===== config.mk =====
export PLATFORM = sky130hd
export DESIGN_NAME = sss_spi_slave
export DESIGN_NICKNAME = d
export VERILOG_FILES = /design/src/hw/sss_pkg.sv /design/src/hw/sss_sync.sv /design/src/hw/sss_fifo.sv /design/src/hw/sss_spi_slave.sv
export VERILOG_INCLUDE_DIRS = /design/src /design/src/hw
export SDC_FILE = /design/constraint.sdc
export NUM_CORES = 2
export LEC_CHECK = 0
export ABC_AREA = 1
export BUFFER_PORTS_ARGS = -buffer_cell sky130_fd_sc_hd__buf_4
export CORE_UTILIZATION = 55
export DETAILED_ROUTE_END_ITERATION = 12
export PLACE_DENSITY_LB_ADDON = 0.2
export SLEW_MARGIN = 20
export SYNTH_ARGS = -nofsm -noshare
export SYNTH_HDL_FRONTEND = slang
export SYNTH_SLANG_ARGS = --single-unit

===== constraint.sdc =====
create_clock -name mclk -period 4.35 [get_ports mclk]
set_input_delay 1.0875 -clock mclk [delete_from_list [all_inputs] [get_ports mclk]]
set_output_delay 1.0875 -clock mclk [all_outputs]
set_load 0.02 [all_outputs]

===== src/hw/sss_cfg.svh =====
/*
 * constants of the sensor spi slave: frame layout, register addresses,
 * fault bit positions, reset values and link timing.
 * assumes inclusion by the package and by the design modules.
 */
`ifndef SSS_CFG_SVH
`define SSS_CFG_SVH

// frame layout
`define SSS_FRAME_BITS      16
`define SSS_PAR_BIT         15
`define SSS_RW_BIT          14
`define SSS_DATA_BITS       14
`define SSS_BITS_FULL       5'h10
`define SSS_BITS_SAT        5'h1f

// register addresses
`define SSS_ADDR_NOP        14'h0000
`define SSS_ADDR_FAULT      14'h0001
`define SSS_ADDR_PROG       14'h0003
`define SSS_ADDR_NV_FIRST   14'h0016
`define SSS_ADDR_NV_LAST    14'h001a
`define SSS_ADDR_DIAG       14'h3ffc
`define SSS_ADDR_MAG        14'h3ffd
`define SSS_ADDR_ANG_RAW    14'h3ffe
`define SSS_ADDR_ANG_COMP   14'h3fff
`define SSS_NV_COUNT        5

// fault latch bit positions
`define SSS_FLT_PARITY      2
`define SSS_FLT_ADDR        1
`define SSS_FLT_FRAME       0

// reset values
`define SSS_RESET_WORD      14'h0000
`define SSS_RESET_FAULTS    3'h0
`define SSS_RESET_TX        16'h0000

// buffering
`define SSS_FIFO_DEPTH      32

// link timing: fastest serial clock against the system clock
`define SSS_MCLK_PERIOD_NS      25
`define SSS_SCLK_MIN_PERIOD_NS  100
`define SSS_SCLK_MIN_CYC        ((`SSS_SCLK_MIN_PERIOD_NS + `SSS_MCLK_PERIOD_NS - 1) / `SSS_MCLK_PERIOD_NS)

`endif


===== src/hw/sss_pkg.sv =====
/*
 * types of the sensor spi slave: frame phase and the state record.
 * assumes sss_cfg.svh is on the include path.
 */
`include "sss_cfg.svh"

package sss_pkg;

    // which frame the next select-low period carries
    typedef enum logic [0:0] {
        SSS_PH_CMD  = 1'b0,
        SSS_PH_DATA = 1'b1
    } sss_phase_t;

    // all state of the slave
    typedef struct packed {
        sss_phase_t                                        phase;
        logic [4:0]                                        bits;
        logic [`SSS_FRAME_BITS-1:0]                        rx;
        logic [`SSS_FRAME_BITS-1:0]                        tx;
        logic                                              miso;
        logic                                              oe;
        logic [`SSS_DATA_BITS-1:0]                         wr_addr;
        logic [2:0]                                        faults;
        logic [`SSS_DATA_BITS-1:0]                         prog;
        logic [`SSS_NV_COUNT-1:0][`SSS_DATA_BITS-1:0]      nv;
        logic                                              sclk_d;
        logic                                              cs_d;
    } sss_state_t;

endpackage


===== src/hw/sss_sync.sv =====
/*
 * two-flop synchroniser for a group of asynchronous levels.
 * assumes each bit is an independent level from outside the mclk domain.
 */
`timescale 1ns/1ps

module sss_sync #(
    parameter int               WIDTH = 1,
    parameter logic [WIDTH-1:0] INIT  = '0
) (
    // clock and reset
    input  wire logic             mclk,
    input  wire logic             rst,
    // levels
    input  wire logic [WIDTH-1:0] async_in,
    output logic      [WIDTH-1:0] sync_out
);
    typedef struct packed {
        logic [WIDTH-1:0] s1;
        logic [WIDTH-1:0] s2;
    } sss_sync_t;

    sss_sync_t sy_reg;
    sss_sync_t sy_next;

    // first stage feeds only the second
    always_comb begin
        sy_next    = sy_reg;
        sy_next.s1 = async_in;
        sy_next.s2 = sy_reg.s1;
    end

    // reset to the idle level of each pin so no false edge follows reset
    always_ff @(posedge mclk) begin
        if (rst) begin
            sy_reg.s1 <= INIT;
            sy_reg.s2 <= INIT;
        end else begin
            sy_reg <= sy_next;
        end
    end

    assign sync_out = sy_reg.s2;
endmodule


===== src/hw/sss_fifo.sv =====
/*
 * small fifo with a registered read word and valid/ready on both sides.
 * assumes one clock; depth must be a power of two of at least two.
 */
`timescale 1ns/1ps

module sss_fifo #(
    parameter int WIDTH = 28,
    parameter int DEPTH = 32
) (
    // clock and reset
    input  wire logic             mclk,
    input  wire logic             rst,
    // fill side
    input  wire logic             in_valid,
    output logic                  in_ready,
    input  wire logic [WIDTH-1:0] in_data,
    // drain side
    output logic                  out_valid,
    input  wire logic             out_ready,
    output logic      [WIDTH-1:0] out_data
);
    localparam int AW = $clog2(DEPTH);

    if (DEPTH < 2 || (DEPTH & (DEPTH - 1)) != 0) begin : g_bad_depth
        $error("fifo depth must be a power of two of at least two");
    end

    typedef struct packed {
        logic [DEPTH-1:0][WIDTH-1:0] mem;
        logic [AW-1:0]               wp;
        logic [AW-1:0]               rp;
        logic [AW:0]                 cnt;
        logic                        ov;
        logic [WIDTH-1:0]            od;
    } sss_fifo_t;

    sss_fifo_t ff_reg;
    sss_fifo_t ff_next;
    logic      push;
    logic      load;

    // push when room, move head into the output word when it is free
    always_comb begin
        ff_next = ff_reg;
        push    = in_valid && (ff_reg.cnt != (AW+1)'(DEPTH));
        load    = (ff_reg.cnt != '0) && (!ff_reg.ov || out_ready);
        if (out_ready && ff_reg.ov) begin
            ff_next.ov = 1'b0;
        end
        if (load) begin
            ff_next.od = ff_reg.mem[ff_reg.rp];
            ff_next.ov = 1'b1;
            ff_next.rp = ff_reg.rp + 1'b1;
        end
        if (push) begin
            ff_next.mem[ff_reg.wp] = in_data;
            ff_next.wp             = ff_reg.wp + 1'b1;
        end
        ff_next.cnt = ff_reg.cnt + (AW+1)'(push) - (AW+1)'(load);
    end

    always_ff @(posedge mclk) begin
        if (rst) begin
            ff_reg <= '0;
        end else begin
            ff_reg <= ff_next;
        end
    end

    assign in_ready  = ff_reg.cnt != (AW+1)'(DEPTH);
    assign out_valid = ff_reg.ov;
    assign out_data  = ff_reg.od;
endmodule


===== src/hw/sss_spi_slave.sv =====
/*
 * serial slave of the angle sensor: command/data frames, pipelined reads,
 * soft-written registers, fault latch and a buffered stream of writes.
 * assumes the link pins are asynchronous to mclk and the sensor values
 * (diagnostics, magnitude, angles) come from logic on mclk.
 */
`timescale 1ns/1ps
`include "sss_cfg.svh"

// How it works
// - link is mode 1: clock idles low, data taken on second edge.
// - each incoming bit is captured on the serial clock falling edge.
// - commands act only at select rising edge, never while shifting.
// - every frame is shifted most significant bit first, both ways.
// - a write is a 16-bit command frame then a 16-bit data frame; a read is one command frame.
// - wrong command parity sets the parity fault bit.
// - returned frame: bit 15 parity, bit 14 error, bits 13:0 data.
// - error bit is high when the preceding frame, command or data, had an error.
// - read value is captured at select rise, shifted out next frame.
// - during the write data frame the old content is returned.
// - the frame after a write data frame returns the new content.
// - the full 14-bit angle is readable as a register.
// - fault latch: parity bit 2, bad address bit 1, framing bit 0.
// - access to a missing register address sets the bad address bit.
// - reading the fault latch clears all its bits.

module sss_spi_slave #(
    parameter int FIFO_DEPTH = `SSS_FIFO_DEPTH
) (
    // clock and reset
    input  wire logic                                   mclk,
    input  wire logic                                   rst,
    // serial link
    input  wire logic                                   sclk,
    input  wire logic                                   frame_select_low,
    input  wire logic                                   mosi,
    output logic                                        miso_out,
    output logic                                        miso_oe,
    // sensor values
    input  wire logic [`SSS_DATA_BITS-1:0]              diag_word,
    input  wire logic [`SSS_DATA_BITS-1:0]              magnitude,
    input  wire logic [`SSS_DATA_BITS-1:0]              angle_raw,
    input  wire logic [`SSS_DATA_BITS-1:0]              angle_comp,
    // register contents and status
    output logic [`SSS_DATA_BITS-1:0]                   prog_word,
    output logic [`SSS_NV_COUNT-1:0][`SSS_DATA_BITS-1:0] nv_settings,
    output logic [2:0]                                  fault_latch_register,
    // stream of committed writes
    output logic                                        wr_valid,
    input  wire logic                                   wr_ready,
    output logic [`SSS_DATA_BITS-1:0]                   wr_addr,
    output logic [`SSS_DATA_BITS-1:0]                   wr_data
);
    localparam int WW = 2 * `SSS_DATA_BITS;

    // the sampler needs two mclk cycles per serial clock half period
    if (`SSS_SCLK_MIN_CYC / 2 < 2 || FIFO_DEPTH < 2) begin : g_bad_cfg
        $error("serial clock too fast for mclk or fifo too shallow");
    end

    sss_pkg::sss_state_t st_reg;
    sss_pkg::sss_state_t st_next;

    logic [2:0]                 s_pins;
    logic                       s_sclk;
    logic                       s_cs;
    logic                       s_mosi;
    logic                       sclk_rise;
    logic                       sclk_fall;
    logic                       cs_rise;
    logic                       cs_fall;
    logic                       fifo_in_valid;
    logic                       fifo_in_ready;
    logic [WW-1:0]              fifo_out_data;

    // link pins through two flops
    sss_sync #(
        .WIDTH(3),
        .INIT (3'h2) // select idles high, clock idles low
    ) u_sync (
        .mclk     (mclk),
        .rst      (rst),
        .async_in ({sclk, frame_select_low, mosi}),
        .sync_out (s_pins)
    );

    assign s_sclk = s_pins[2];
    assign s_cs   = s_pins[1];
    assign s_mosi = s_pins[0];

    // edges of the synchronised link signals
    assign sclk_rise = s_sclk && !st_reg.sclk_d;
    assign sclk_fall = !s_sclk && st_reg.sclk_d;
    assign cs_rise   = s_cs && !st_reg.cs_d;
    assign cs_fall   = !s_cs && st_reg.cs_d;

    // register lookup: {valid, writable, value}
    function automatic logic [15:0] look(input logic [`SSS_DATA_BITS-1:0] a);
        logic [15:0] res;
        res = {2'b00, `SSS_RESET_WORD};
        if (a >= `SSS_ADDR_NV_FIRST && a <= `SSS_ADDR_NV_LAST) begin
            res = {2'b11, st_reg.nv[3'(a - `SSS_ADDR_NV_FIRST)]};
        end else begin
            case (a)
                `SSS_ADDR_NOP:      res = {2'b10, `SSS_RESET_WORD};
                `SSS_ADDR_FAULT:    res = {2'b10, 11'h000, st_reg.faults};
                `SSS_ADDR_PROG:     res = {2'b11, st_reg.prog};
                `SSS_ADDR_DIAG:     res = {2'b10, diag_word};
                `SSS_ADDR_MAG:      res = {2'b10, magnitude};
                `SSS_ADDR_ANG_RAW:  res = {2'b10, angle_raw};
                `SSS_ADDR_ANG_COMP: res = {2'b10, angle_comp};
                default:            res = {2'b00, `SSS_RESET_WORD};
            endcase
        end
        return res;
    endfunction

    logic [2:0]                  err;
    logic                        clr;
    logic                        par_ok;
    logic [15:0]                 lk;
    logic [`SSS_DATA_BITS-1:0]   dout;
    logic                        ef;

    // shifting, frame-end execution and register updates
    always_comb begin
        st_next        = st_reg;
        err            = 3'h0;
        clr            = 1'b0;
        par_ok         = ~^st_reg.rx;
        lk             = look(st_reg.rx[`SSS_DATA_BITS-1:0]);
        dout           = `SSS_RESET_WORD;
        ef             = 1'b0;
        fifo_in_valid  = 1'b0;
        st_next.sclk_d = s_sclk;
        st_next.cs_d   = s_cs;
        if (cs_fall) begin
            st_next.bits = 5'h00;
            st_next.oe   = 1'b1;
            st_next.miso = 1'b0;
        end else if (!s_cs) begin
            if (sclk_rise) begin
                st_next.miso = st_reg.tx[`SSS_PAR_BIT];
                st_next.tx   = {st_reg.tx[`SSS_FRAME_BITS-2:0], 1'b0};
            end
            if (sclk_fall) begin
                st_next.rx = {st_reg.rx[`SSS_FRAME_BITS-2:0], s_mosi};
                if (st_reg.bits != `SSS_BITS_SAT) begin
                    st_next.bits = st_reg.bits + 5'h01;
                end
            end
        end
        // execute only when the frame closes
        if (cs_rise) begin
            st_next.oe   = 1'b0;
            st_next.miso = 1'b0;
            st_next.phase = sss_pkg::SSS_PH_CMD;
            if (st_reg.bits != `SSS_BITS_FULL) begin
                err[`SSS_FLT_FRAME] = 1'b1;
            end else if (st_reg.phase == sss_pkg::SSS_PH_DATA) begin
                lk   = look(st_reg.wr_addr);
                dout = lk[`SSS_DATA_BITS-1:0];
                if (!par_ok) begin
                    err[`SSS_FLT_PARITY] = 1'b1;
                end else if (st_reg.rx[`SSS_RW_BIT] || !fifo_in_ready) begin
                    err[`SSS_FLT_FRAME] = 1'b1;
                end else begin
                    fifo_in_valid = 1'b1;
                    dout          = st_reg.rx[`SSS_DATA_BITS-1:0];
                    if (st_reg.wr_addr == `SSS_ADDR_PROG) begin
                        st_next.prog = st_reg.rx[`SSS_DATA_BITS-1:0];
                    end else begin
                        st_next.nv[3'(st_reg.wr_addr - `SSS_ADDR_NV_FIRST)] = st_reg.rx[`SSS_DATA_BITS-1:0];
                    end
                end
            end else if (!par_ok) begin
                err[`SSS_FLT_PARITY] = 1'b1;
            end else if (!lk[15] || (!st_reg.rx[`SSS_RW_BIT] && !lk[14])) begin
                err[`SSS_FLT_ADDR] = 1'b1;
            end else if (st_reg.rx[`SSS_RW_BIT]) begin
                dout = lk[`SSS_DATA_BITS-1:0];
                clr  = st_reg.rx[`SSS_DATA_BITS-1:0] == `SSS_ADDR_FAULT;
            end else begin
                st_next.phase   = sss_pkg::SSS_PH_DATA;
                st_next.wr_addr = st_reg.rx[`SSS_DATA_BITS-1:0];
                dout            = lk[`SSS_DATA_BITS-1:0];
            end
            ef             = |err;
            st_next.tx     = {^{ef, dout}, ef, dout};
            // new faults win over the clear of the same frame
            st_next.faults = (clr ? `SSS_RESET_FAULTS : st_reg.faults) | err;
        end
    end

    always_ff @(posedge mclk) begin
        if (rst) begin
            st_reg        <= '0;
            st_reg.sclk_d <= 1'b0;
            st_reg.cs_d   <= 1'b1;
            st_reg.tx     <= `SSS_RESET_TX;
        end else begin
            st_reg <= st_next;
        end
    end

    // committed writes go out through the buffer
    sss_fifo #(
        .WIDTH(WW),
        .DEPTH(FIFO_DEPTH)
    ) u_fifo (
        .mclk      (mclk),
        .rst       (rst),
        .in_valid  (fifo_in_valid),
        .in_ready  (fifo_in_ready),
        .in_data   ({st_reg.wr_addr, st_reg.rx[`SSS_DATA_BITS-1:0]}),
        .out_valid (wr_valid),
        .out_ready (wr_ready),
        .out_data  (fifo_out_data)
    );

    // outputs straight from flops
    assign wr_addr              = fifo_out_data[WW-1:`SSS_DATA_BITS];
    assign wr_data              = fifo_out_data[`SSS_DATA_BITS-1:0];
    assign miso_out             = st_reg.miso;
    assign miso_oe              = st_reg.oe;
    assign prog_word            = st_reg.prog;
    assign nv_settings          = st_reg.nv;
    assign fault_latch_register = st_reg.faults;

    logic cmd_ok;
    assign cmd_ok = cs_rise && st_reg.bits == `SSS_BITS_FULL && st_reg.phase == sss_pkg::SSS_PH_CMD;
endmodule


# ---- After elaboration in Yosys (flattened, before gate mapping)
# Index checks and enable logic that the tools add are counted.
dict set report totals {
  output_inout_bits 118
  ff_bits 1090
  wordCells 210
  input_bits 62
}
dict set report classes {
  n_lt_le_gt_ge 10
  n_bitwise 9
  addsub 7
  n_reduce_logical 42
  eq_ne 17
  n_mux 70
}
# operator count
set op_table {}
lappend op_table {{$bwmux 896} 1}
lappend op_table {{$mux 84} 4}
lappend op_table {{$mux 14} 17}
lappend op_table {{$bmux 28 s5} 1}
lappend op_table {{$demux 28 s5} 1}
lappend op_table {{$mux 119} 1}
lappend op_table {{$eq 14x14->1 const B} 8}
lappend op_table {{$pmux 16 s7} 1}
lappend op_table {{$pmux 14 s7} 1}
lappend op_table {{$bmux 14 s3} 2}
lappend op_table {{$bwmux 70} 1}
lappend op_table {{$mux 70} 1}
lappend op_table {{$mux 28} 2}
lappend op_table {{$demux 14 s3} 1}
lappend op_table {{$mux 17} 2}
lappend op_table {{$mux 16} 2}
lappend op_table {{$mux 29} 1}
lappend op_table {{$eq 14x1->1 const B} 2}
lappend op_table {{$eq 14x2->1 const B} 2}
lappend op_table {{$ge 14x5->1 const B} 2}
lappend op_table {{$le 14x5->1 const B} 2}
lappend op_table {{$logic_not 14->1} 2}
lappend op_table {{$mux 1} 28}
lappend op_table {{$reduce_and 6->1} 3}
lappend op_table {{other kinds (26)} 67}

# ---- Depth between registers and ports, before layout
dict set report logic_depth {
  depth_word 15
  depth_mapped 29
  mapped_depth_nobuf 26
}

# ---- Cells and area by module
# A second synthesis with hierarchy kept.
dict set report unflattened {
  cells_unflattened 7934
  area_unflattened_um2 53785.3
}
# mod seq_area_each_um2 area_each_um2 n_inst cells_each
set modules_own_cells {}
lappend modules_own_cells {sss_fifo 18838.1 43070.1 1 6220}
lappend modules_own_cells {sss_spi_slave 2862.7 10546.4 1 1695}
lappend modules_own_cells {sss_sync 120.1 168.9 1 19}

# ---- Worst setup path before layout
# No wires, ideal clock.
dict set report synth_path {
  path_kind {register to register}
  from {register st_reg[122] (netlist bit)}
  to {register u_fifo.ff_reg[33] (netlist bit)}
  period_less_slack_ps 3493
  slack_ps 857
  n_path_buf 4
  setup_time_ps 119
  arrival_time_ps 3374
  required_ps 4231
  path_stages_with_launch 25
  path_cell_list {dfxtp_1 > buf_2 > inv_1 > clkbuf_1 > clkbuf_1 > ha_1 > inv_1 > nand2_1 > nand2_1 > nand2_1 > nand2_1 > inv_1 > nand2_1 > nand3_4 > nor4_4 > buf_4 > ha_1 > inv_1 > fa_1 > nor2_1 > nor2_1 > nor2_1 > nor2_1 > o21ai_0 > a21oi_1}
}
dict set report synth_between {
  elab_chain_cells 8
}
# element line_no
set synth_rtl {}
lappend synth_rtl {{start, declared} sss_spi_slave.sv:61} ;# sss_pkg::sss_state_t st_reg;
lappend synth_rtl {{start signal, assigned} sss_spi_slave.sv:202} ;# st_reg <= st_next;
lappend synth_rtl {{$reduce_xnor 16->1} sss_spi_slave.sv:130} ;# par_ok = ~^st_reg.rx;
lappend synth_rtl {{$mux 1} sss_spi_slave.sv:163} ;# if (!par_ok) begin
lappend synth_rtl {{$mux 1} sss_spi_slave.sv:160} ;# end else if (st_reg.phase == sss_pkg::SSS_PH_DATA) begin
lappend synth_rtl {{$mux 1} sss_spi_slave.sv:158} ;# if (st_reg.bits != `SSS_BITS_FULL) begin
lappend synth_rtl {{$mux 1} sss_spi_slave.sv:154} ;# if (cs_rise) begin
lappend synth_rtl {{$logic_and 1x1->1} sss_fifo.sv:46} ;# push = in_valid && (ff_reg.cnt != (AW+1)'(DEPTH));
lappend synth_rtl {{named net u_fifo.push} sss_fifo.sv:40} ;# logic push;
lappend synth_rtl {{$add 6x1->6} sss_fifo.sv:60} ;# ff_next.cnt = ff_reg.cnt + (AW+1)'(push) - (AW+1)'(load);
lappend synth_rtl {{$sub 6x1->6} sss_fifo.sv:60}
lappend synth_rtl {{end signal, assigned} sss_fifo.sv:67} ;# ff_reg <= ff_next;
lappend synth_rtl {{end, declared} sss_fifo.sv:38} ;# sss_fifo_t ff_reg;
# The timed path passes the listed nets, and every way through them passes these cells.
# A chain may end at the register's enable or synchronous reset.

# ---- Final worst setup path
dict set report layout_path {
  from {register st_reg[89] (netlist bit)}
  to {register st_reg (netlist bit prog_word[1])}
}
dict set report layout_between {
  elab_chain_cells 2
}
# element
set layout_rtl {}
lappend layout_rtl {{$eq 14x2->1}}
lappend layout_rtl {{$reduce_and 6->1 (no source line)}}
# No other way between the ends.

==> flow_summary_export.csv <==
group,metric,value,unit
outcome,status,"complete, but fails checks",
outcome,violations_in_the_final_reports,"DRC",
synthesis,synth.lib_cells_used.distinct,40,
synthesis,syn_inst,6787,
power_and_ir_drop,static-leakage-power,20.4,nW
timing,timing_hold_violations_final,0,
finish,final_net_count,6539,
place,globalplace.congestion,1.05,
timing,final-setup-viol-count,0,
clock_tree,numCtsBuffers,112,
synthesis,synthesized_net_count,6893,
drt,drt-initial-drc-count,5837,
timing,hold_slack,417,ps
drt,route.detailed.drc,40,
worst_setup_path,critPathKind,"reg -> reg",
worst_setup_path,ff2ff_path_depth,5,
drt,wl_per_cell,21.2,um
finish,flow.area_growth_from_synthesis,9.17,%
die,initial_core_util,55.6,%
synthesis,synth_async_sr_flop_share,0,%
worst_setup_path,reg2reg_to,"prog_word[1]",
synthesis,synth.yosys.seq_area_share,44.3,%
place,dp_hpwl,99900,um
drt,routed_via_density,6.18,
synthesis,netlist_area,0.0492,mm^2
drt,antenna_left,0,
power_and_ir_drop,power_density,491,mW/mm^2
clock_tree,tritoncts,"done",
finish,finish.instance_area,0.0538,mm^2
worst_hold_path,holdPathEnd,"u_sync.sync_out[2]",
die,die_h,301,um
global_route,grt_usage,34.8,%
worst_setup_path,crit_family,"simple AND/OR/NAND/NOR gates",
finish,num_antenna_cells,0,
clock_tree,cts_num_sinks,1090,
global_route,grt_start_max_net_pins,164,
clock_tree,post_cts.repair.setup_buffers,0,
timing,worst-slew-pin-transition,1070,ps
timing,slew_viol_final,0,
timing,slew_headroom,28.3,%
finish,util_after_layout,60.7,%
worst_setup_path,timing.critical_path.mode_cell,"nand2_1",
worst_setup_path,worstReg2RegStart,"st_reg[89]",
synthesis,ys_warn_count,0,
die,die_area,0.0907,mm^2
die,core_area,0.0885,mm^2
clock_tree,worst_skew_pair.late_latency,690,ps
timing,grt_setup_unrepaired,"no",
finish,mostFrequentLayoutCells,"o21ai_0, a21oi_1, dfxtp_1, nor2_1, nand2_1",
power_and_ir_drop,vdd_ir_drop_max,0.000454,V
drt,wl,163000,um
global_route,first_global_vias,43200,
clock_tree,max-clock-path-buffers,3,
global_route,grt_overflow_total,0,
finish,filler_cell_count,8079,
place,port_buffers,179,
die,floorplan.rows,109,
worst_setup_path,worstPathCellList,"nand2_1 > nor4_1 > nand2_1 > o21ai_0 > a21oi_1",
drt,routed-via-count,47500,
timing,fin_skew,21.6,ps
worst_setup_path,setup.worst_path.end_class,"register",
timing,tns,0,ps
timing,post-route-period-util,88.9,%
synthesis,yosys_register_bits,1090,
place,post_placement_cell_area,0.0501,mm^2
drt,drt-pass1-iter-count,9,
worst_setup_path,cp.buffers_inverters,0,
synthesis,synth.top_cell.area_share,44.3,%
clock_tree,cts_htree_levels,3,
clock_tree,clk_pin_slew_worst_paths,60,ps
finish,final_layout_size_suffix_gt1_share,8.93,%
synthesis,post_synth_edffs,0,
worst_hold_path,hold_start,"u_sync.sy_next[2]",
worst_setup_path,r2r_slack,480,ps
clock_tree,ctsRootBufferMaster,"clkbuf_16",
synthesis,yosys.area.top_type,"dfxtp_1",
finish,largest_register_ffs,912,
worst_setup_path,timing.critical_path.fanout_max,28,
worst_setup_path,cp_data_required_time,4870,ps
clock_tree,cts_hold_repair.buffers,0,
run,timing.max_cap.violations,0,
worst_setup_path,worst_stage_delay_on_the_critical_path,920,ps
synthesis,syn_avg_cell_area,7.26,um^2
synthesis,post_synth_main_area_contributors,"dfxtp_1, o21ai_0, a21oi_1",
finish,layout.cells.most_common,"o21ai_0",
synthesis,synth_flop_cell,"dfxtp_1",
worst_setup_path,worst_setup_path_start_kind,"register",
die,fp.dieW,301,um
global_route,initial_antenna_violation_count,1,
worst_setup_path,worst-endpoint-arrival,4390,ps
timing,fmax,258,MHz
clock_tree,cts_resized,0,
worst_setup_path,critical_path.slowest_cell,"nor4_1",
worst_hold_path,timing.hold.worst.class,"reg -> reg",
power_and_ir_drop,power.total,26.4,mW
die,i_o_pins,180,
worst_hold_path,number_of_stages_on_the_worst_hold_path,2,
timing,min_period,3870,ps
global_route,grt_first_pass_wirelength,251000,um
layout make-up:
cell class	count	area (um^2)	area share, %
Inverter	355	1350	2.52
Multi-Input combinational cell	4551	22700	42.3
Sequential cell	1090	21800	40.6
Clock inverter	28	343	0.638
Timing Repair Buffer	323	2730	5.07
Tap cell	1165	1460	2.71
Clock buffer	173	3300	6.13
cell usage after synthesis, types with 6 or more instances:
| library cell | count |
|---|---|
| buf_1 | 26 |
| nor2_1 | 625 |
| o221ai_1 | 82 |
| buf_2 | 114 |
| o21ai_0 | 1552 |
| o211ai_1 | 32 |
| o22ai_1 | 131 |
| a21oi_1 | 1156 |
| buf_4 | 122 |
| a21boi_0 | 9 |
| nand2_1 | 530 |
| inv_2 | 17 |
| clkbuf_1 | 527 |
| or2_2 | 9 |
| nand4_1 | 63 |
| nor2_2 | 7 |
| inv_1 | 322 |
| dfxtp_1 | 1090 |
| nor3_1 | 6 |
| ha_1 | 43 |
| nand2_2 | 6 |
| o21ai_1 | 16 |
| clkinv_1 | 16 |
| nand3_1 | 258 |
per-layer routing:
metal	track usage [%]	share of wire (%)	up-vias
met5	0	0	-
met4	18.6	5.1	0
met3	5.01	8.9	370
met2	52.8	44	2366
met1	47.7	42	22300
li1	-	-	22500
kinds of logic (layout without fill, tap and decap cells):
logic type / after synthesis / count (layout) / share of synthesized area [%]
AOI/OAI and AO/OA: 2984 / 2984 / 31.5
xor gates and xnor gates: 4 / 4 / 0.0712
adders and majority gates: 44 / 44 / 1.13
buffers and inverters: 1146 / 879 / 9.99
DFF: 1090 / 1090 / 44.3
and+or+nand+nor: 1519 / 1519 / 13.0
worst max-delay path by stage:
stage / startpoint / to / depth (start not counted)
after floorplan: st_reg[122] / u_fifo.ff_reg[33] / 24
after global placement: st_reg[89] / prog_word[1] / 5
after detailed placement: st_reg[129] / u_fifo.ff_reg[759] / 17
after CTS: st_reg[129] / nv_settings[31] / 18
after global routing: st_reg[89] / st_reg[120] / 21
final: st_reg[89] / prog_word[1] / 5
metrics by stage:
step	setup WS (ps)	std cells
2_1_floorplan	857	6787
3_3_place_gp	570	7484
3_5_place_dp	605	7484
4_1_cts	600	7685
5_1_grt	157	7685
6_report	481	7685
power breakdown:
| part | total (mW) | switching (mW) | internal [mW] |
|---|---|---|---|
| Combinational | 6.47 | 4.57 | 1.90 |
| Sequential | 10.3 | 0.164 | 10.1 |
| Clock | 9.62 | 4.02 | 5.60 |
| Total | 26.4 | 8.76 | 17.6 |
worst register-to-register path: cells and delay by family, from the launching register on:
family           cells  cell delay (ps)
AO/OA/AOI/OAI        2              570
flip-flops           1              830
AND/OR/NAND/NOR      3             2330
Power figures use the tool's default switching activity.
